[src/io_ctl_pkg.sv]
// constants shared by the i/o transfer control block and its register slave
package io_ctl_pkg;
  localparam int DATA_W = 32;
  localparam int ADDR_W = 8;
  localparam int BUS_W = 12;
  localparam int SEL_W = 5;
  localparam int FLAG_W = 4;
  localparam int CMD_W = 4;
  localparam int EVT_W = 4;
  // register byte offsets
  localparam logic [7:0] OFS_CTRL_A = 8'h00;
  localparam logic [7:0] OFS_STATUS = 8'h04;
  localparam logic [7:0] OFS_MASK = 8'h08;
  localparam logic [7:0] OFS_REQUEST = 8'h0C;
  localparam logic [7:0] OFS_LAST_CMD = 8'h10;
  // reset values
  localparam logic [3:0] RST_CTRL_A = 4'h0;
  localparam logic [3:0] RST_MASK = 4'h0;
  // request register fields
  localparam int REQ_IRQ_BIT = 0;
  localparam int REQ_SENSE_BIT = 1;
  // status event positions
  localparam int EVT_REGA_LOAD = 0;
  localparam int EVT_INPUT_DONE = 1;
  localparam int EVT_OUTPUT_DONE = 2;
  localparam int EVT_VECTOR_ACK = 3;
  // bus field positions during the first timing cycle
  localparam int SEL_LSB = 3;
  localparam int CMD_LSB = 0;
  localparam int CMD_HI_BIT = 8;
  localparam logic [4:0] VECTOR_SELECT = 5'h00;
  // command codes: {bus bit 8, bus bits 2:0}
  localparam logic [3:0] CMD_READ_A = 4'h0;
  localparam logic [3:0] CMD_READ_B = 4'h1;
  localparam logic [3:0] CMD_WRITE_A = 4'h2;
  localparam logic [3:0] CMD_WRITE_B = 4'h3;
  localparam logic [3:0] CMD_READ_REGA = 4'h4;
  localparam logic [3:0] CMD_WRITE_REGA = 4'h5;
  localparam logic [3:0] CMD_SET_ONE = 4'h6;
  localparam logic [3:0] CMD_CLEAR_ONE = 4'h7;
  localparam logic [3:0] CMD_SET_THREE = 4'h8;
  localparam logic [3:0] CMD_CLEAR_THREE = 4'h9;
  localparam logic [3:0] CMD_SKIP = 4'hA;
  localparam int FLAG_ONE = 0;
  localparam int FLAG_THREE = 2;
  // axi responses
  localparam logic [1:0] RESP_OKAY = 2'h0;
  localparam logic [1:0] RESP_SLVERR = 2'h2;
  // sequencer states, gray along idle -> armed -> active
  typedef enum logic [1:0] {
    ST_IDLE = 2'h0,
    ST_ARMED = 2'h1,
    ST_ACTIVE = 2'h3
  } seq_state_type;
endpackage

[src/axil_reg_slave.sv]
// axi4-lite slave front end turning bus transfers into register strobes
`timescale 1ns/1ps
`default_nettype none
module axil_reg_slave (
  // clock and reset
  input wire logic aclk,
  input wire logic aresetn,
  // write channels
  input wire logic [io_ctl_pkg::ADDR_W-1:0] awaddr,
  input wire logic awvalid,
  output logic awready,
  input wire logic [io_ctl_pkg::DATA_W-1:0] wdata,
  input wire logic [3:0] wstrb,
  input wire logic wvalid,
  output logic wready,
  output logic [1:0] bresp,
  output logic bvalid,
  input wire logic bready,
  // read channels
  input wire logic [io_ctl_pkg::ADDR_W-1:0] araddr,
  input wire logic arvalid,
  output logic arready,
  output logic [io_ctl_pkg::DATA_W-1:0] rdata,
  output logic [1:0] rresp,
  output logic rvalid,
  input wire logic rready,
  // register side
  output logic wr_en,
  output logic [io_ctl_pkg::ADDR_W-1:0] wr_addr,
  output logic [io_ctl_pkg::DATA_W-1:0] wr_data,
  output logic [3:0] wr_strb,
  input wire logic wr_ok,
  output logic [io_ctl_pkg::ADDR_W-1:0] rd_addr,
  input wire logic [io_ctl_pkg::DATA_W-1:0] rd_data,
  input wire logic rd_ok
);
  import io_ctl_pkg::*;

  logic rd_pend_reg;

  // address and data are taken independently, then one write strobe
  always_ff @(posedge aclk) begin
    if (!aresetn) begin
      awready <= 1'b1;
      wready <= 1'b1;
      wr_en <= 1'b0;
      bvalid <= 1'b0;
      bresp <= RESP_OKAY;
      wr_addr <= '0;
      wr_data <= '0;
      wr_strb <= 4'h0;
    end else begin
      if (awvalid && awready) begin
        wr_addr <= awaddr;
        awready <= 1'b0;
      end
      if (wvalid && wready) begin
        wr_data <= wdata;
        wr_strb <= wstrb;
        wready <= 1'b0;
      end
      wr_en <= !awready && !wready && !bvalid && !wr_en;
      if (wr_en) begin
        bvalid <= 1'b1;
        bresp <= wr_ok ? RESP_OKAY : RESP_SLVERR;
      end else if (bvalid && bready) begin
        bvalid <= 1'b0;
        awready <= 1'b1;
        wready <= 1'b1;
      end
    end
  end

  always_ff @(posedge aclk) begin
    if (!aresetn) begin
      arready <= 1'b1;
      rd_pend_reg <= 1'b0;
      rvalid <= 1'b0;
      rdata <= '0;
      rresp <= RESP_OKAY;
      rd_addr <= '0;
    end else begin
      if (arvalid && arready) begin
        rd_addr <= araddr;
        arready <= 1'b0;
        rd_pend_reg <= 1'b1;
      end else if (rd_pend_reg) begin
        rd_pend_reg <= 1'b0;
        rvalid <= 1'b1;
        rdata <= rd_ok ? rd_data : '0;
        rresp <= rd_ok ? RESP_OKAY : RESP_SLVERR;
      end else if (rvalid && rready) begin
        rvalid <= 1'b0;
        arready <= 1'b1;
      end
    end
  end
endmodule
`default_nettype wire

[src/io_transfer_control_outputs.sv]
// i/o transfer control: flags, transfer codes, gating strobes, skip/irq, priority chain
// Contract
// - gate and command timing taken from device-select strobe; transfer code and vector ack from first timing cycle
// - user outputs follow control register a
// - write-control-a command reloads all four outputs
// - set/clear commands for outputs one, three
// - transfer code decoded during first timing cycle
// - code: vector 00, reads 01, else 11
// - transfer code outputs are pull-low only
// - input gates place peripheral data on bus
// - output gates latch bus into peripheral
// - skip line low for irq or sense
// - skip/irq output is pull-low only
// - priority out high only with no request
// - respond only when bus select bits match
`timescale 1ns/1ps
`default_nettype none
module io_transfer_control_outputs (
  // clock and reset
  input wire logic aclk,
  input wire logic aresetn,
  // register bus
  input wire logic [io_ctl_pkg::ADDR_W-1:0] s_axi_awaddr,
  input wire logic s_axi_awvalid,
  output logic s_axi_awready,
  input wire logic [io_ctl_pkg::DATA_W-1:0] s_axi_wdata,
  input wire logic [3:0] s_axi_wstrb,
  input wire logic s_axi_wvalid,
  output logic s_axi_wready,
  output logic [1:0] s_axi_bresp,
  output logic s_axi_bvalid,
  input wire logic s_axi_bready,
  input wire logic [io_ctl_pkg::ADDR_W-1:0] s_axi_araddr,
  input wire logic s_axi_arvalid,
  output logic s_axi_arready,
  output logic [io_ctl_pkg::DATA_W-1:0] s_axi_rdata,
  output logic [1:0] s_axi_rresp,
  output logic s_axi_rvalid,
  input wire logic s_axi_rready,
  output logic irq,
  // processor timing
  input wire logic device_select_strobe_n,
  input wire logic transfer_direction_timing,
  input wire logic first_io_timing_cycle,
  input wire logic [io_ctl_pkg::SEL_W-1:0] select_straps,
  // shared data bus, two-way
  input wire logic [io_ctl_pkg::BUS_W-1:0] shared_data_bus_in,
  output logic [io_ctl_pkg::BUS_W-1:0] shared_data_bus_out,
  output logic shared_data_bus_oe,
  // user outputs
  output logic [io_ctl_pkg::FLAG_W-1:0] user_output_lines,
  // transfer code, open drain
  output logic transfer_code_bit_one_out,
  output logic transfer_code_bit_one_oe,
  output logic transfer_code_bit_two_out,
  output logic transfer_code_bit_two_oe,
  // peripheral gating strobes, active high
  output logic peripheral_input_gate_a,
  output logic peripheral_input_gate_b,
  output logic peripheral_output_gate_a,
  output logic peripheral_output_gate_b,
  // skip/irq, open drain, and priority chain
  output logic skip_or_irq_line_out,
  output logic skip_or_irq_line_oe,
  input wire logic priority_chain_in,
  output logic priority_chain_out
);
  import io_ctl_pkg::*;

  logic wr_en, wr_ok, rd_ok, sw_wr;
  logic [ADDR_W-1:0] wr_addr, rd_addr;
  logic [DATA_W-1:0] wr_data, rd_data;
  logic [3:0] wr_strb;

  logic [FLAG_W-1:0] control_register_a_reg;
  logic [FLAG_W-1:0] control_register_a_next;
  logic [EVT_W-1:0] status_reg, mask_reg, event_pulse;
  logic irq_request_reg, sense_flag_reg;
  logic [CMD_W-1:0] cmd_reg;
  logic cmd_valid_reg;
  logic [BUS_W-1:0] bus_hold_reg;
  seq_state_type state_reg, state_next;

  logic selected, vector_ack, read_kind, in_pulse, pulse_end;
  logic [CMD_W-1:0] cmd_in;

  axil_reg_slave axil_reg_slave_inst (
    .aclk(aclk), .aresetn(aresetn),
    .awaddr(s_axi_awaddr), .awvalid(s_axi_awvalid), .awready(s_axi_awready),
    .wdata(s_axi_wdata), .wstrb(s_axi_wstrb), .wvalid(s_axi_wvalid), .wready(s_axi_wready),
    .bresp(s_axi_bresp), .bvalid(s_axi_bvalid), .bready(s_axi_bready),
    .araddr(s_axi_araddr), .arvalid(s_axi_arvalid), .arready(s_axi_arready),
    .rdata(s_axi_rdata), .rresp(s_axi_rresp), .rvalid(s_axi_rvalid), .rready(s_axi_rready),
    .wr_en(wr_en), .wr_addr(wr_addr), .wr_data(wr_data), .wr_strb(wr_strb), .wr_ok(wr_ok),
    .rd_addr(rd_addr), .rd_data(rd_data), .rd_ok(rd_ok)
  );

  // decode of the first timing cycle
  assign cmd_in = {shared_data_bus_in[CMD_HI_BIT], shared_data_bus_in[CMD_LSB +: 3]};
  assign selected = first_io_timing_cycle &&
    (shared_data_bus_in[SEL_LSB +: SEL_W] == select_straps);
  // a pending request answers the vector address only while priority reaches it
  assign vector_ack = first_io_timing_cycle && irq_request_reg && priority_chain_in &&
    (shared_data_bus_in[SEL_LSB +: SEL_W] == VECTOR_SELECT);
  assign read_kind = (cmd_in == CMD_READ_A) || (cmd_in == CMD_READ_B) ||
    (cmd_in == CMD_READ_REGA);
  // strobe pulse of an accepted command
  assign in_pulse = (state_reg != ST_IDLE) && !device_select_strobe_n;
  assign pulse_end = (state_reg == ST_ACTIVE) && device_select_strobe_n;

  always_comb begin
    state_next = state_reg;
    case (state_reg)
      ST_IDLE: begin
        if (selected) state_next = ST_ARMED;
      end
      ST_ARMED: begin
        if (!device_select_strobe_n) state_next = ST_ACTIVE;
        else if (first_io_timing_cycle && !selected) state_next = ST_IDLE;
      end
      ST_ACTIVE: begin
        if (device_select_strobe_n) state_next = ST_IDLE;
      end
      default: state_next = ST_IDLE;
    endcase
  end

  always_ff @(posedge aclk) begin
    if (!aresetn) begin
      state_reg <= ST_IDLE;
      cmd_reg <= 4'h0;
      cmd_valid_reg <= 1'b0;
      bus_hold_reg <= 12'h000;
    end else begin
      state_reg <= state_next;
      if (state_reg == ST_IDLE && selected) begin
        cmd_reg <= cmd_in;
      end
      cmd_valid_reg <= (state_next != ST_IDLE);
      // bus may be gone once the strobe rises, so keep the last value seen
      if (in_pulse) bus_hold_reg <= shared_data_bus_in;
    end
  end

  // control register a: processor commands beat a same-cycle software write
  always_comb begin
    control_register_a_next = control_register_a_reg;
    if (sw_wr && wr_addr == OFS_CTRL_A) control_register_a_next = wr_data[FLAG_W-1:0];
    if (pulse_end && !transfer_direction_timing && cmd_reg == CMD_WRITE_REGA) begin
      control_register_a_next = bus_hold_reg[FLAG_W-1:0];
    end
    if (pulse_end) begin
      case (cmd_reg)
        CMD_SET_ONE: control_register_a_next[FLAG_ONE] = 1'b1;
        CMD_CLEAR_ONE: control_register_a_next[FLAG_ONE] = 1'b0;
        CMD_SET_THREE: control_register_a_next[FLAG_THREE] = 1'b1;
        CMD_CLEAR_THREE: control_register_a_next[FLAG_THREE] = 1'b0;
        default: ;
      endcase
    end
  end

  always_ff @(posedge aclk) begin
    if (!aresetn) begin
      control_register_a_reg <= RST_CTRL_A;
      user_output_lines <= RST_CTRL_A;
    end else begin
      control_register_a_reg <= control_register_a_next;
      user_output_lines <= control_register_a_next;
    end
  end

  // transfer code outputs only ever pull low
  always_ff @(posedge aclk) begin
    if (!aresetn) begin
      transfer_code_bit_one_out <= 1'b0;
      transfer_code_bit_two_out <= 1'b0;
      transfer_code_bit_one_oe <= 1'b0;
      transfer_code_bit_two_oe <= 1'b0;
    end else begin
      transfer_code_bit_one_out <= 1'b0;
      transfer_code_bit_two_out <= 1'b0;
      transfer_code_bit_one_oe <= vector_ack || (selected && read_kind);
      transfer_code_bit_two_oe <= vector_ack;
    end
  end

  // gates follow the strobe, one cycle late
  always_ff @(posedge aclk) begin
    if (!aresetn) begin
      peripheral_input_gate_a <= 1'b0;
      peripheral_input_gate_b <= 1'b0;
      peripheral_output_gate_a <= 1'b0;
      peripheral_output_gate_b <= 1'b0;
      shared_data_bus_out <= 12'h000;
      shared_data_bus_oe <= 1'b0;
    end else begin
      peripheral_input_gate_a <= in_pulse && transfer_direction_timing &&
        cmd_reg == CMD_READ_A;
      peripheral_input_gate_b <= in_pulse && transfer_direction_timing &&
        cmd_reg == CMD_READ_B;
      peripheral_output_gate_a <= in_pulse && !transfer_direction_timing &&
        cmd_reg == CMD_WRITE_A;
      peripheral_output_gate_b <= in_pulse && !transfer_direction_timing &&
        cmd_reg == CMD_WRITE_B;
      // only register a contents are ever driven by this block
      shared_data_bus_oe <= in_pulse && transfer_direction_timing && cmd_reg == CMD_READ_REGA;
      shared_data_bus_out <= {{(BUS_W-FLAG_W){1'b0}}, control_register_a_reg};
    end
  end

  // skip/irq pulls low; priority stops at a pending request
  always_ff @(posedge aclk) begin
    if (!aresetn) begin
      skip_or_irq_line_out <= 1'b0;
      skip_or_irq_line_oe <= 1'b0;
      priority_chain_out <= 1'b0;
    end else begin
      skip_or_irq_line_out <= 1'b0;
      skip_or_irq_line_oe <= irq_request_reg ||
        (in_pulse && cmd_reg == CMD_SKIP && sense_flag_reg);
      priority_chain_out <= priority_chain_in && !irq_request_reg;
    end
  end

  // software registers and interrupt status
  assign sw_wr = wr_en && wr_strb[0] && wr_ok;
  assign event_pulse[EVT_REGA_LOAD] = pulse_end && !transfer_direction_timing &&
    cmd_reg == CMD_WRITE_REGA;
  assign event_pulse[EVT_INPUT_DONE] = pulse_end &&
    (cmd_reg == CMD_READ_A || cmd_reg == CMD_READ_B);
  assign event_pulse[EVT_OUTPUT_DONE] = pulse_end &&
    (cmd_reg == CMD_WRITE_A || cmd_reg == CMD_WRITE_B);
  assign event_pulse[EVT_VECTOR_ACK] = vector_ack;

  always_ff @(posedge aclk) begin
    if (!aresetn) begin
      status_reg <= 4'h0;
      mask_reg <= RST_MASK;
      irq_request_reg <= 1'b0;
      sense_flag_reg <= 1'b0;
      irq <= 1'b0;
    end else begin
      // new events win over a write-one-to-clear in the same cycle
      status_reg <= (status_reg & ~((sw_wr && wr_addr == OFS_STATUS) ?
        wr_data[EVT_W-1:0] : 4'h0)) | event_pulse;
      if (sw_wr && wr_addr == OFS_MASK) mask_reg <= wr_data[EVT_W-1:0];
      if (sw_wr && wr_addr == OFS_REQUEST) begin
        irq_request_reg <= wr_data[REQ_IRQ_BIT];
        sense_flag_reg <= wr_data[REQ_SENSE_BIT];
      end
      // acknowledge drops the request unless software raises it again
      if (vector_ack && !(sw_wr && wr_addr == OFS_REQUEST && wr_data[REQ_IRQ_BIT])) begin
        irq_request_reg <= 1'b0;
      end
      irq <= |(status_reg & mask_reg);
    end
  end

  assign wr_ok = (wr_addr == OFS_CTRL_A) || (wr_addr == OFS_STATUS) ||
    (wr_addr == OFS_MASK) || (wr_addr == OFS_REQUEST);
  assign rd_ok = (rd_addr == OFS_CTRL_A) || (rd_addr == OFS_STATUS) ||
    (rd_addr == OFS_MASK) || (rd_addr == OFS_REQUEST) || (rd_addr == OFS_LAST_CMD);

  always_comb begin
    rd_data = 32'h0000_0000;
    case (rd_addr)
      OFS_CTRL_A: rd_data[FLAG_W-1:0] = control_register_a_reg;
      OFS_STATUS: rd_data[EVT_W-1:0] = status_reg;
      OFS_MASK: rd_data[EVT_W-1:0] = mask_reg;
      OFS_REQUEST: rd_data[1:0] = {sense_flag_reg, irq_request_reg};
      OFS_LAST_CMD: rd_data[CMD_W:0] = {cmd_valid_reg, cmd_reg};
      default: rd_data = 32'h0000_0000;
    endcase
  end

  // checks
  a_gate_outside_pulse: assert property (@(posedge aclk) disable iff (!aresetn)
    $past(device_select_strobe_n) |-> !peripheral_input_gate_a && !peripheral_input_gate_b &&
    !peripheral_output_gate_a && !peripheral_output_gate_b)
    else $error("gating strobe active outside strobe pulse");
  a_input_gate_dir: assert property (@(posedge aclk) disable iff (!aresetn)
    (peripheral_input_gate_a || peripheral_input_gate_b) |-> $past(transfer_direction_timing))
    else $error("input gate without read direction");
  a_output_gate_dir: assert property (@(posedge aclk) disable iff (!aresetn)
    (peripheral_output_gate_a || peripheral_output_gate_b) |->
    !$past(transfer_direction_timing))
    else $error("output gate without write direction");
  a_flags_soft_write: assert property (@(posedge aclk) disable iff (!aresetn)
    (sw_wr && wr_addr == OFS_CTRL_A && !pulse_end) |=>
    user_output_lines == $past(wr_data[FLAG_W-1:0]))
    else $error("user outputs miss a register a write");
  a_rega_write_load: assert property (@(posedge aclk) disable iff (!aresetn)
    (pulse_end && !transfer_direction_timing && cmd_reg == CMD_WRITE_REGA) |=>
    user_output_lines == $past(bus_hold_reg[FLAG_W-1:0]))
    else $error("register a write not loaded");
  a_set_one_only: assert property (@(posedge aclk) disable iff (!aresetn)
    (pulse_end && cmd_reg == CMD_SET_ONE && !(sw_wr && wr_addr == OFS_CTRL_A)) |=>
    control_register_a_reg == ($past(control_register_a_reg) | 4'h1))
    else $error("set output one disturbed other bits");
  a_code_read_kind: assert property (@(posedge aclk) disable iff (!aresetn)
    (selected && read_kind && !vector_ack) |=>
    transfer_code_bit_one_oe && !transfer_code_bit_two_oe)
    else $error("read transfer code wrong");
  a_code_open_drain: assert property (@(posedge aclk) disable iff (!aresetn)
    !transfer_code_bit_one_out && !transfer_code_bit_two_out && !skip_or_irq_line_out)
    else $error("open drain output driving high");
  a_code_idle_high: assert property (@(posedge aclk) disable iff (!aresetn)
    !$past(first_io_timing_cycle) |-> !transfer_code_bit_one_oe && !transfer_code_bit_two_oe)
    else $error("transfer code outside first timing cycle");
  a_irq_pulls_low: assert property (@(posedge aclk) disable iff (!aresetn)
    irq_request_reg ##1 irq_request_reg |-> skip_or_irq_line_oe)
    else $error("pending request not on skip line");
  a_priority_blocked: assert property (@(posedge aclk) disable iff (!aresetn)
    priority_chain_out |-> $past(priority_chain_in) && !$past(irq_request_reg))
    else $error("priority passed with request pending");
  a_select_match: assert property (@(posedge aclk) disable iff (!aresetn)
    (state_reg == ST_IDLE && first_io_timing_cycle && !selected) |=> state_reg == ST_IDLE)
    else $error("unselected device armed");
endmodule
`default_nettype wire

[config.mk]
export PLATFORM = sky130hd
export DESIGN_NAME = io_transfer_control_outputs
export DESIGN_NICKNAME = d
export VERILOG_FILES = /design/src/io_ctl_pkg.sv /design/src/axil_reg_slave.sv /design/src/io_transfer_control_outputs.sv
export SDC_FILE = /design/constraint.sdc
export NUM_CORES = 1
export LEC_CHECK = 0
export BUFFER_PORTS_ARGS = -buffer_cell sky130_fd_sc_hd__buf_2
export CORE_MARGIN = 2
export CORE_UTILIZATION = 30
export CTS_CLUSTER_DIAMETER = 40
export DETAILED_ROUTE_END_ITERATION = 7
export HOLD_SLACK_MARGIN = 0.02
export PLACE_DENSITY = 0.52
export SYNTH_ARGS = -nofsm -noshare
export SYNTH_HDL_FRONTEND = slang
export SYNTH_SLANG_ARGS = --single-unit
[constraint.sdc]
create_clock -name aclk -period 4 [get_ports aclk]
set_clock_uncertainty 0.15 [all_clocks]
set_input_delay 0.4 -clock aclk [delete_from_list [all_inputs] [get_ports aclk]]
set_output_delay 0.4 -clock aclk [all_outputs]
set_load 0.1 [all_outputs]
==> results.sh, run 1 <==
export IMPL_status="finished, final reports clean"
export IMPL_drt_wl_total_mm=7.82
export IMPL_initial_core_util=0.309
export IMPL_drtIter0Drc=92
export IMPL_yosys_area_share_simple=0.234
export IMPL_hpwlAfterDp_mm=5.88
export IMPL_gp_congestion=0.814
export IMPL_clk_pin_slew_worst_paths_ps=80
export IMPL_synth_top_area_frac=0.441
export IMPL_tightest_slew_ps=866
export IMPL_rows=38
export IMPL_fin_crit_sh=0.581
export IMPL_swShare=0.338
export IMPL_place_worst_setup_slack_ps=1700
export IMPL_drive_gt1_frac=0.217
export IMPL_grt_usage=0.136
export IMPL_cts_resized=0
export IMPL_cp_required_ps=4090
export IMPL_ir_drop_v=0.000136
export IMPL_diodes=0
export IMPL_synth_area_top_cells="dfxtp_1, buf_4, nand2_1"
export IMPL_grt_overflow_total=0
export IMPL_p_per_area_nw_per_um2=420
export IMPL_io_pins=150
export IMPL_ff2ff_path_depth=4
export IMPL_cp_slowest_stage_delay_ps=760
export IMPL_grt_max_degree=29
export IMPL_reg2reg_slack_ps=1680
export IMPL_synth_ff_type="dfxtp_1"
export IMPL_synth_area_um2=3360
export IMPL_cp_end_kind="register"
export IMPL_clock_power_share=0.330
export IMPL_synth_compound_area_frac=0.139
export IMPL_io_buffers=75
export IMPL_ys_seq_area_frac=0.441
export IMPL_route_detailed_drc=0
export IMPL_slew_viol_final=0
export IMPL_vias=2829
export IMPL_total_power_w=0.00163
export IMPL_critPathSlowestCell="nor4b_1"
export IMPL_synth_adder_area_share=0.00298
export IMPL_maxCapViolCount=0
export IMPL_arrival_ps=2410
export IMPL_crit_buf_inv=0
export IMPL_synth_seq_cells=74
export IMPL_ant_nets=0
export IMPL_drtPass1Iterations=4
export IMPL_synth_cell_types=48
export IMPL_clock_path_buffers=2
export IMPL_critPathMaxFanout=4
export IMPL_crit_start="axil_reg_slave_inst.wr_addr[7]$_SDFFE_PN0P_"
export IMPL_final_nets=549
export IMPL_via_per_inst=4.61
export IMPL_core_area_um2=10900
export IMPL_reg2reg_from="axil_reg_slave_inst.wr_addr[7]$_SDFFE_PN0P_"
export IMPL_crit_path_end="status_reg[2]$_SDFF_PN0_"
export IMPL_dp_cells=598
export IMPL_finalHoldViolCount=0
export IMPL_cp_top_family="simple AND/OR/NAND/NOR gates"
export IMPL_setup_viol=0
export IMPL_hold_path_class="primary input to register"
export IMPL_synth_edf_count=0
export IMPL_synthMuxAreaShare=0.0495
export IMPL_post_cts_setup_buffer_count=0
export IMPL_ctsHoldBuffers=0
export IMPL_synth_top_family_by_area="simple AND/OR/NAND/NOR gates"
export IMPL_clk_latency_ps=350
export IMPL_synthArstFlopShare=0
export IMPL_area_growth_pct=15.8
export IMPL_tns_ps=0
export IMPL_slew_headroom=0.414
export IMPL_r2r_end="status_reg[2]$_SDFF_PN0_"
export IMPL_fin_crit_ps=2320
export IMPL_fp_dieW_um=110
export IMPL_critical_path_class="register to register"
export IMPL_fin_ws_ps=1680
export IMPL_dieArea_um2=12100
export IMPL_synthCells=400
export IMPL_hold_ws_ps=108
export IMPL_fmax_ghz=0.430
export IMPL_comb_power_share=0.193
export IMPL_first_global_vias=2586
export IMPL_switching_power_w=0.000553
export IMPL_static_leakage_power_nw=1.58
export IMPL_numCtsBuffers=9
export IMPL_intPower_w=0.00108
export IMPL_startpoint_type="register"
export IMPL_cts_sink_count=74
export IMPL_crit_cells=4
export IMPL_reg_top3="axil_reg_slave_inst.rd_addr (8), axil_reg_slave_inst.wr_addr (8), axil_reg_slave_inst.rdata (5)"
export IMPL_yosys_area_top_type="dfxtp_1"
export IMPL_die_height_um=110
export IMPL_yosys_warnings=0
export IMPL_share_seq_of_total_power=0.477
export IMPL_fill_cells=1189
export IMPL_h_tree_depth=3
export IMPL_grt_pass1_wl_mm=12.7
export IMPL_synth_area_per_cell_um2=8.40
export IMPL_fin_cells=614
export IMPL_crit_chain="or4bb_1 -> nor4b_1 -> a21boi_0 -> o21a_1"
export IMPL_antenna_found_initial=0
export IMPL_root_buffer="clkbuf_8"
export IMPL_rsz0062_at_grt="no"
export IMPL_synth_xor_area_frac=0.0130
export IMPL_wire_per_inst_um=12.7
export IMPL_cts_tree="done"
routing by layer:
metal | vias to the layer above | global-route usage | wire [um]
met2 | 82 | 0.220 | 3640
met3 | 8 | 0.0302 | 445
met1 | 1298 | 0.175 | 3640
met4 | 0 | 0.0570 | 101
li1 | 1441 | - | -
met5 | - | 0 | 0
area by class of cell:
type | count | area, um^2 | area share
well taps | 140 | 175 | 0.0450
multi-input cells | 299 | 1630 | 0.418
clock buffers | 14 | 173 | 0.0444
clock inverters | 2 | 10.0 | 0.00257
inverters | 7 | 26.3 | 0.00676
flip-flops and latches | 74 | 1480 | 0.381
repair buffers | 78 | 398 | 0.102
cells by family (layout without fill, tap and decap cells):
family / after synthesis / in the layout
AO/OA/AOI/OAI: 78 / 78
XOR/XNOR: 5 / 5
adder cells (fa/ha/maj): 1 / 1
buffers and inverters: 66 / 101
flip-flops: 74 / 74
multiplexers: 15 / 15
other: 1 / 40
AND/OR/NAND/NOR: 160 / 160
layout by cell type (no fill, tap or decap), types with 3 or more instances in the layout:
master / instances
buf_4: 3
nand4_1: 3
nor4_1: 5
nor4b_1: 3
xnor2_1: 5
nor2b_1: 3
mux2_2: 3
or4_1: 4
a31oi_1: 6
o22ai_1: 4
o21ai_0: 12
dfxtp_1: 74
a21oi_1: 37
conb_1: 40
o21a_1: 4
and2_1: 5
mux2i_1: 11
nor3_1: 5
nand3_1: 24
inv_1: 6
clkbuf_8: 12
nand2b_1: 7
nor2_1: 24
nand2_1: 66
buf_2: 75
worst min path at each step:
stage                                           startpoint                                     endpoint  slack [ps]  depth (start not counted)
2_1_floorplan  axil_reg_slave_inst.rd_addr[6]$_SDFFE_PN0P_  axil_reg_slave_inst.rd_addr[6]$_SDFFE_PN0P_         280                          2
3_3_place_gp   axil_reg_slave_inst.rd_addr[0]$_SDFFE_PN0P_  axil_reg_slave_inst.rd_addr[0]$_SDFFE_PN0P_         290                          2
3_5_place_dp   axil_reg_slave_inst.rd_addr[6]$_SDFFE_PN0P_  axil_reg_slave_inst.rd_addr[6]$_SDFFE_PN0P_         300                          2
4_1_cts                             device_select_strobe_n                      state_reg[1]$_SDFF_PN0_         100                          2
5_1_grt                             device_select_strobe_n                      state_reg[1]$_SDFF_PN0_         110                          2
6_report                            device_select_strobe_n                      state_reg[1]$_SDFF_PN0_         110                          2
Yosys cell counts, drive strengths merged, types with 3 or more instances:
master / instances
dfxtp: 74
nand2: 66
buf: 41
a21oi: 37
nand3: 24
nor2: 24
clkbuf: 18
o21ai: 12
mux2i: 11
nand2b: 7
a31oi: 6
inv: 6
nor4: 6
and2: 5
nor3: 5
or4: 5
xnor2: 5
o21a: 4
o22ai: 4
mux2: 3
nand4: 3
nor2b: 3
nor4b: 3
per-stage QoR:
step           cell area (um^2)   util
2_1_floorplan              3510      -
3_3_place_gp               3710  0.340
3_5_place_dp               3710  0.340
4_1_cts                    3890  0.357
5_1_grt                    3890  0.357
6_report                   3890  0.357
power by group through the flow:
stage / Clock (W) / Combinational (W) / Sequential, W
after CTS: 0.000560 / 0.000317 / 0.000780
after floorplan: 0 / 0.000268 / 0.000823
final: 0.000539 / 0.000315 / 0.000780
after global placement: 0 / 0.000313 / 0.000797
after global routing: 0.000591 / 0.000335 / 0.000784
after detailed placement: 0 / 0.000316 / 0.000798
No activity file was read; power rests on OpenSTA's default activity.
==> run 2, diff against run 1 <==
clock period = 2.37 ns   (was 4 ns; I/O delays follow)
==> run 2 against run 1 <==
Via count increased by 4.7%. Die area unchanged. Combinational power increased by 85%. Non-clock buffer count increased by 36. Clock power increased by 81%. Critical path depth unchanged. Largest cell class unchanged.
==> results.sh, run 2 (synthesized netlist as in run 1, its figures left out) <==
export IMPL_status="finished, final reports clean"
export IMPL_via_per_inst=4.57
export IMPL_clk_pin_slew_worst_paths_ps=80
export IMPL_vias=2963
export IMPL_rsz0062_at_grt="no"
export IMPL_final_cell_mix="buf_2, dfxtp_1, nand2_1"
export IMPL_grt_pass1_wl_mm=13.0
export IMPL_tns_ps=0
export IMPL_hold_path_class="primary input to register"
export IMPL_h_tree_depth=3
export IMPL_r2r_end="mask_reg[3]$_SDFFE_PN0P_"
export IMPL_area_growth_pct=26.5
export IMPL_rows=38
export IMPL_dieArea_um2=12100
export IMPL_clk_latency_ps=350
export IMPL_finalInstanceArea_um2=4250
export IMPL_cts_tree="done"
export IMPL_gp_congestion=0.821
export IMPL_p_per_area_nw_per_um2=676
export IMPL_finalHoldViolCount=0
export IMPL_cts_sink_count=74
export IMPL_reg2reg_from="axil_reg_slave_inst.wr_addr[4]$_SDFFE_PN0P_"
export IMPL_fp_dieW_um=110
export IMPL_post_cts_setup_buffer_count=0
export IMPL_hpwlAfterDp_mm=5.93
export IMPL_reg2reg_slack_ps=330
export IMPL_fin_ws_ps=332
export IMPL_grt_max_degree=35
export IMPL_placed_area_um2=3740
export IMPL_cp_required_ps=2460
export IMPL_final_nets=585
export IMPL_wire_per_inst_um=12.7
export IMPL_place_worst_setup_slack_ps=340
export IMPL_numCtsBuffers=9
export IMPL_startpoint_type="register"
export IMPL_ir_drop_v=0.000297
export IMPL_antenna_found_initial=0
export IMPL_fmax_ghz=0.491
export IMPL_final_common_cell="buf_2"
export IMPL_fin_util=0.390
export IMPL_core_area_um2=10900
export IMPL_io_pins=150
export IMPL_arrival_ps=2130
export IMPL_min_to="axil_reg_slave_inst.rvalid$_SDFFE_PN0P_"
export IMPL_cp_end_kind="register"
export IMPL_slew_viol_final=0
export IMPL_root_buffer="clkbuf_8"
export IMPL_drive_gt1_frac=0.212
export IMPL_holdCritStartpoint="s_axi_rready"
export IMPL_critical_path_class="register to register"
export IMPL_drt_wl_total_mm=8.27
export IMPL_first_global_vias=2674
export IMPL_diodes=0
export IMPL_drtIter0Drc=108
export IMPL_ant_nets=0
export IMPL_setup_viol=0
export IMPL_fin_crit_sh=0.860
export IMPL_grt_overflow_total=0
export IMPL_maxCapViolCount=0
export IMPL_ff2ff_path_depth=4
export IMPL_reg_top3="axil_reg_slave_inst.rd_addr (8), axil_reg_slave_inst.wr_addr (8), axil_reg_slave_inst.rdata (5)"
export IMPL_initial_core_util=0.309
export IMPL_static_leakage_power_nw=1.73
export IMPL_fill_cells=1156
export IMPL_hold_depth=4
export IMPL_drtPass1Iterations=4
export IMPL_die_height_um=110
export IMPL_fin_crit_ps=2040
export IMPL_grt_usage=0.140
export IMPL_critPathMaxFanout=6
export IMPL_clock_path_buffers=2
export IMPL_route_detailed_drc=0
export IMPL_io_buffers=75
## run 2: worst max path at each step
| stage | from | endpoint | slack [ps] | depth (start not counted) |
|---|---|---|---|---|
| 6_report | axil_reg_slave_inst.wr_addr[4]$_SDFFE_PN0P_ | mask_reg[3]$_SDFFE_PN0P_ | 330 | 4 |
| 5_1_grt | axil_reg_slave_inst.wr_addr[4]$_SDFFE_PN0P_ | control_register_a_reg[0]$_SDFF_PN0_ | 250 | 4 |
| 4_1_cts | axil_reg_slave_inst.wr_addr[4]$_SDFFE_PN0P_ | mask_reg[3]$_SDFFE_PN0P_ | 320 | 4 |
| 3_5_place_dp | axil_reg_slave_inst.wr_addr[4]$_SDFFE_PN0P_ | mask_reg[2]$_SDFFE_PN0P_ | 340 | 4 |
| 3_3_place_gp | axil_reg_slave_inst.wr_addr[4]$_SDFFE_PN0P_ | mask_reg[2]$_SDFFE_PN0P_ | 370 | 4 |
| 2_1_floorplan | axil_reg_slave_inst.arready$_SDFFE_PN1P_ | axil_reg_slave_inst.rdata[2]$_SDFFE_PN0P_ | 230 | 5 |
## run 2: what timing repair did
action,4_1_cts,5_1_grt
gates resized for setup,0,0
endpoints found under the hold margin,35,0
hold buffers,32,0
## run 2: cell type report
class                   instances  area (um^2)  share of cell area
well taps                     140          175              0.0412
flip-flops and latches         74         1480               0.349
multi-input cells             299         1630               0.383
inverters                       7         26.3             0.00618
clock inverters                 5         55.1              0.0130
repair buffers                114          748               0.176
clock buffers                  10          138              0.0324
## run 2: routing by layer
layer | GRT usage | part of all wire | routed length, um
met4 | 0.0570 | 0.013 | 108
met1 | 0.186 | 0.47 | 3920
met3 | 0.0267 | 0.031 | 258
met5 | 0 | 0 | 0
met2 | 0.221 | 0.48 | 3990
## run 2: critical path, stage by stage, from the launching register on
cell     delay (ps)
dfxtp_1         320
or4_4           580
or4_1           640
mux2i_1         200
nor2_1           50
## run 2: where the power goes
| part | leakage, nW | internal [W] | switching [W] | total, W |
|---|---|---|---|---|
| combinational | 1.04 | 0.000124 | 0.000459 | 0.000583 |
| sequential | 0.601 | 0.00128 | 0.0000375 | 0.00131 |
| clock | 0.0941 | 0.000506 | 0.000471 | 0.000976 |
## run 2: per-stage QoR
stage / instances / total power (W) / hold WS [ps]
floorplan: 439 / 0.00184 / 159
global placement: 602 / 0.00188 / 291
detailed placement: 602 / 0.00188 / 297
CTS: 649 / 0.00290 / 46.4
global route: 649 / 0.00300 / 56.6
finish: 649 / 0.00287 / 67.3
==> run 3, diff against run 2 <==
ABC_AREA = 1   (was not set)
==> run 3 against run 2 <==
Clock power increased by 47%. Largest power group is now clock. Critical path type unchanged. Area after synthesis up 4.5%. Synthesized cell count grew 23%.
==> results.sh, run 3 <==
export IMPL_synth_cell_types=29
export IMPL_area_growth_pct=23.3
export IMPL_core_area_um2=11400
export IMPL_critical_path_class="register to register"
export IMPL_slew_viol_final=0
export IMPL_final_common_cell="nand2_1"
export IMPL_route_detailed_drc=0
export IMPL_clk_latency_ps=340
export IMPL_register_area_um2=1480
export IMPL_via_per_inst=4.44
export IMPL_reg_top3="axil_reg_slave_inst.rd_addr (8), axil_reg_slave_inst.wr_addr (8), axil_reg_slave_inst.rdata (5)"
export IMPL_p_per_area_nw_per_um2=785
export IMPL_synth_ff_type="dfxtp_1"
export IMPL_clk_pin_slew_worst_paths_ps=50
export IMPL_cp_required_ps=2480
export IMPL_critPathMaxFanout=12
export IMPL_cts_tree="done"
export IMPL_first_global_vias=3024
export IMPL_hpwlAfterDp_mm=6.47
export IMPL_gp_congestion=0.825
export IMPL_finalHoldViolCount=0
export IMPL_fin_ws_ps=591
export IMPL_startpoint_type="register"
export IMPL_io_pins=150
export IMPL_die_height_um=112
export IMPL_grt_max_degree=51
export IMPL_clock_path_buffers=2
export IMPL_drt_wl_total_mm=8.65
export IMPL_min_to="bus_hold_reg[2]$_SDFFE_PN0P_"
export IMPL_numCtsBuffers=9
export IMPL_synth_compound_area_frac=0.124
export IMPL_synthCells=493
export IMPL_synth_area_top_cells="dfxtp_1, nand2_1, buf_4"
export IMPL_synth_xor_area_frac=0.00249
export IMPL_diodes=0
export IMPL_synth_adder_area_share=0
export IMPL_drtPass1Iterations=4
export IMPL_synth_area_um2=3510
export IMPL_synthMuxAreaShare=0
export IMPL_setup_viol=0
export IMPL_tns_ps=0
export IMPL_fin_crit_ps=1780
export IMPL_h_tree_depth=3
export IMPL_vias=3241
export IMPL_grt_pass1_wl_mm=14.3
export IMPL_initial_core_util=0.308
export IMPL_synth_top_family_by_area="simple AND/OR/NAND/NOR gates"
export IMPL_fp_dieW_um=112
export IMPL_wire_per_inst_um=11.9
export IMPL_final_nets=663
export IMPL_maxCapViolCount=0
export IMPL_fill_cells=1227
export IMPL_dieArea_um2=12600
export IMPL_fin_crit_sh=0.751
export IMPL_drive_gt1_frac=0.189
export IMPL_io_buffers=75
export IMPL_tightest_slew_ps=699
export IMPL_hold_path_class="primary input to register"
export IMPL_hold_depth=3
export IMPL_cts_resized=0
export IMPL_status="finished, final reports clean"
export IMPL_ant_nets=0
export IMPL_netlist_top_cells_count="nand2_1, dfxtp_1, nor2_1, inv_1, o21ai_0"
export IMPL_ys_seq_area_frac=0.422
export IMPL_synth_seq_cells=74
export IMPL_yosys_warnings=0
export IMPL_rsz0062_at_grt="no"
export IMPL_ff2ff_path_depth=7
export IMPL_multi_input_area_um2=1620
export IMPL_reg2reg_from="axil_reg_slave_inst.rd_addr[7]$_SDFFE_PN0P_"
export IMPL_reg2reg_slack_ps=590
export IMPL_holdCritStartpoint="shared_data_bus_in[2]"
export IMPL_r2r_end="axil_reg_slave_inst.rdata[2]$_SDFFE_PN0P_"
export IMPL_synth_edf_count=0
export IMPL_synth_top_area_frac=0.422
export IMPL_ir_drop_v=0.000480
export IMPL_place_worst_setup_slack_ps=602
export IMPL_synth_most_common_cell="nand2_1"
export IMPL_rows=39
export IMPL_static_leakage_power_nw=2.09
export IMPL_slew_headroom=0.532
export IMPL_antenna_found_initial=0
export IMPL_drtIter0Drc=146
export IMPL_synth_area_per_cell_um2=7.12
export IMPL_cp_end_kind="register"
export IMPL_cts_sink_count=74
export IMPL_fmax_ghz=0.562
export IMPL_root_buffer="clkbuf_16"
export IMPL_arrival_ps=1890
export IMPL_grt_usage=0.142
export IMPL_grt_overflow_total=0
export IMPL_synthArstFlopShare=0
export IMPL_yosys_area_top_type="dfxtp_1"
export IMPL_yosys_area_share_simple=0.292
export IMPL_final_cell_mix="nand2_1, buf_2, dfxtp_1"
run 3: cells by family (layout without fill, tap and decap cells):
group,count (synthesis),count (layout)
and+or+nand+nor,225,225
buffers and inverters,108,163
AOI/OAI and AO/OA,84,84
DFF,74,74
other,1,40
xor gates and xnor gates,1,1
run 3: per-layer routing:
metal,vias to the layer above,track usage,wire (um)
met4,0,0.0553,159
met3,15,0.0481,551
met1,1434,0.181,4160
li1,1694,-,-
met2,98,0.222,3780
met5,-,0,0
run 3: power by group:
part,internal (W),leakage (nW),switching [W]
logic,0.000112,1.35,0.000547
registers,0.00129,0.603,0.0000256
clock network,0.000913,0.145,0.000514
total,0.00231,2.09,0.00109
run 3: worst max path at each step:
stage	endpoint	start	slack, ps	cells after the start
global placement	axil_reg_slave_inst.rdata[3]$_SDFFE_PN0P_	axil_reg_slave_inst.rd_addr[6]$_SDFFE_PN0P_	680	7
CTS	axil_reg_slave_inst.rdata[3]$_SDFFE_PN0P_	axil_reg_slave_inst.rd_addr[7]$_SDFFE_PN0P_	580	7
global route	axil_reg_slave_inst.rdata[3]$_SDFFE_PN0P_	axil_reg_slave_inst.rd_addr[6]$_SDFFE_PN0P_	400	7
detailed placement	axil_reg_slave_inst.rdata[3]$_SDFFE_PN0P_	axil_reg_slave_inst.rd_addr[6]$_SDFFE_PN0P_	600	7
floorplan	axil_reg_slave_inst.arready$_SDFFE_PN1P_	axil_reg_slave_inst.arready$_SDFFE_PN1P_	400	5
finish	axil_reg_slave_inst.rdata[2]$_SDFFE_PN0P_	axil_reg_slave_inst.rd_addr[7]$_SDFFE_PN0P_	590	7
run 3: worst max-delay path: stages, from the launching register on:
cell,delay [ps]
dfxtp_1,310
inv_1,70
nand2_1,70
nor2_1,560
nand3_1,190
nand2_1,110
o21ai_0,90
a21oi_1,150
run 3: through the flow:
| stage | instance area (um^2) | utilization | total power [W] | hold slack [ps] | cells |
|---|---|---|---|---|---|
| floorplan | 3660 | - | 0.00193 | 187 | 532 |
| CTS | 4330 | 0.379 | 0.00345 | 24.5 | 730 |
| detailed placement | 3890 | 0.341 | 0.00198 | 295 | 702 |
| finish | 4330 | 0.379 | 0.00340 | 28.2 | 730 |
| global placement | 3890 | 0.341 | 0.00198 | 292 | 702 |
| global route | 4330 | 0.379 | 0.00354 | 57.0 | 730 |
run 3: what timing repair did:
item,in CTS,in global routing
hold buffers,13,0
endpoints found under the hold margin,14,0
buffers inserted,0,0
run 3: cell type report:
cell class	instances	area share
clock buffer	10	0.0529
clock inverter	5	0.0185
inverter	57	0.0494
multi-input combinational	350	0.374
sequential	74	0.342
tap	143	0.0413
timing repair buffer	91	0.122
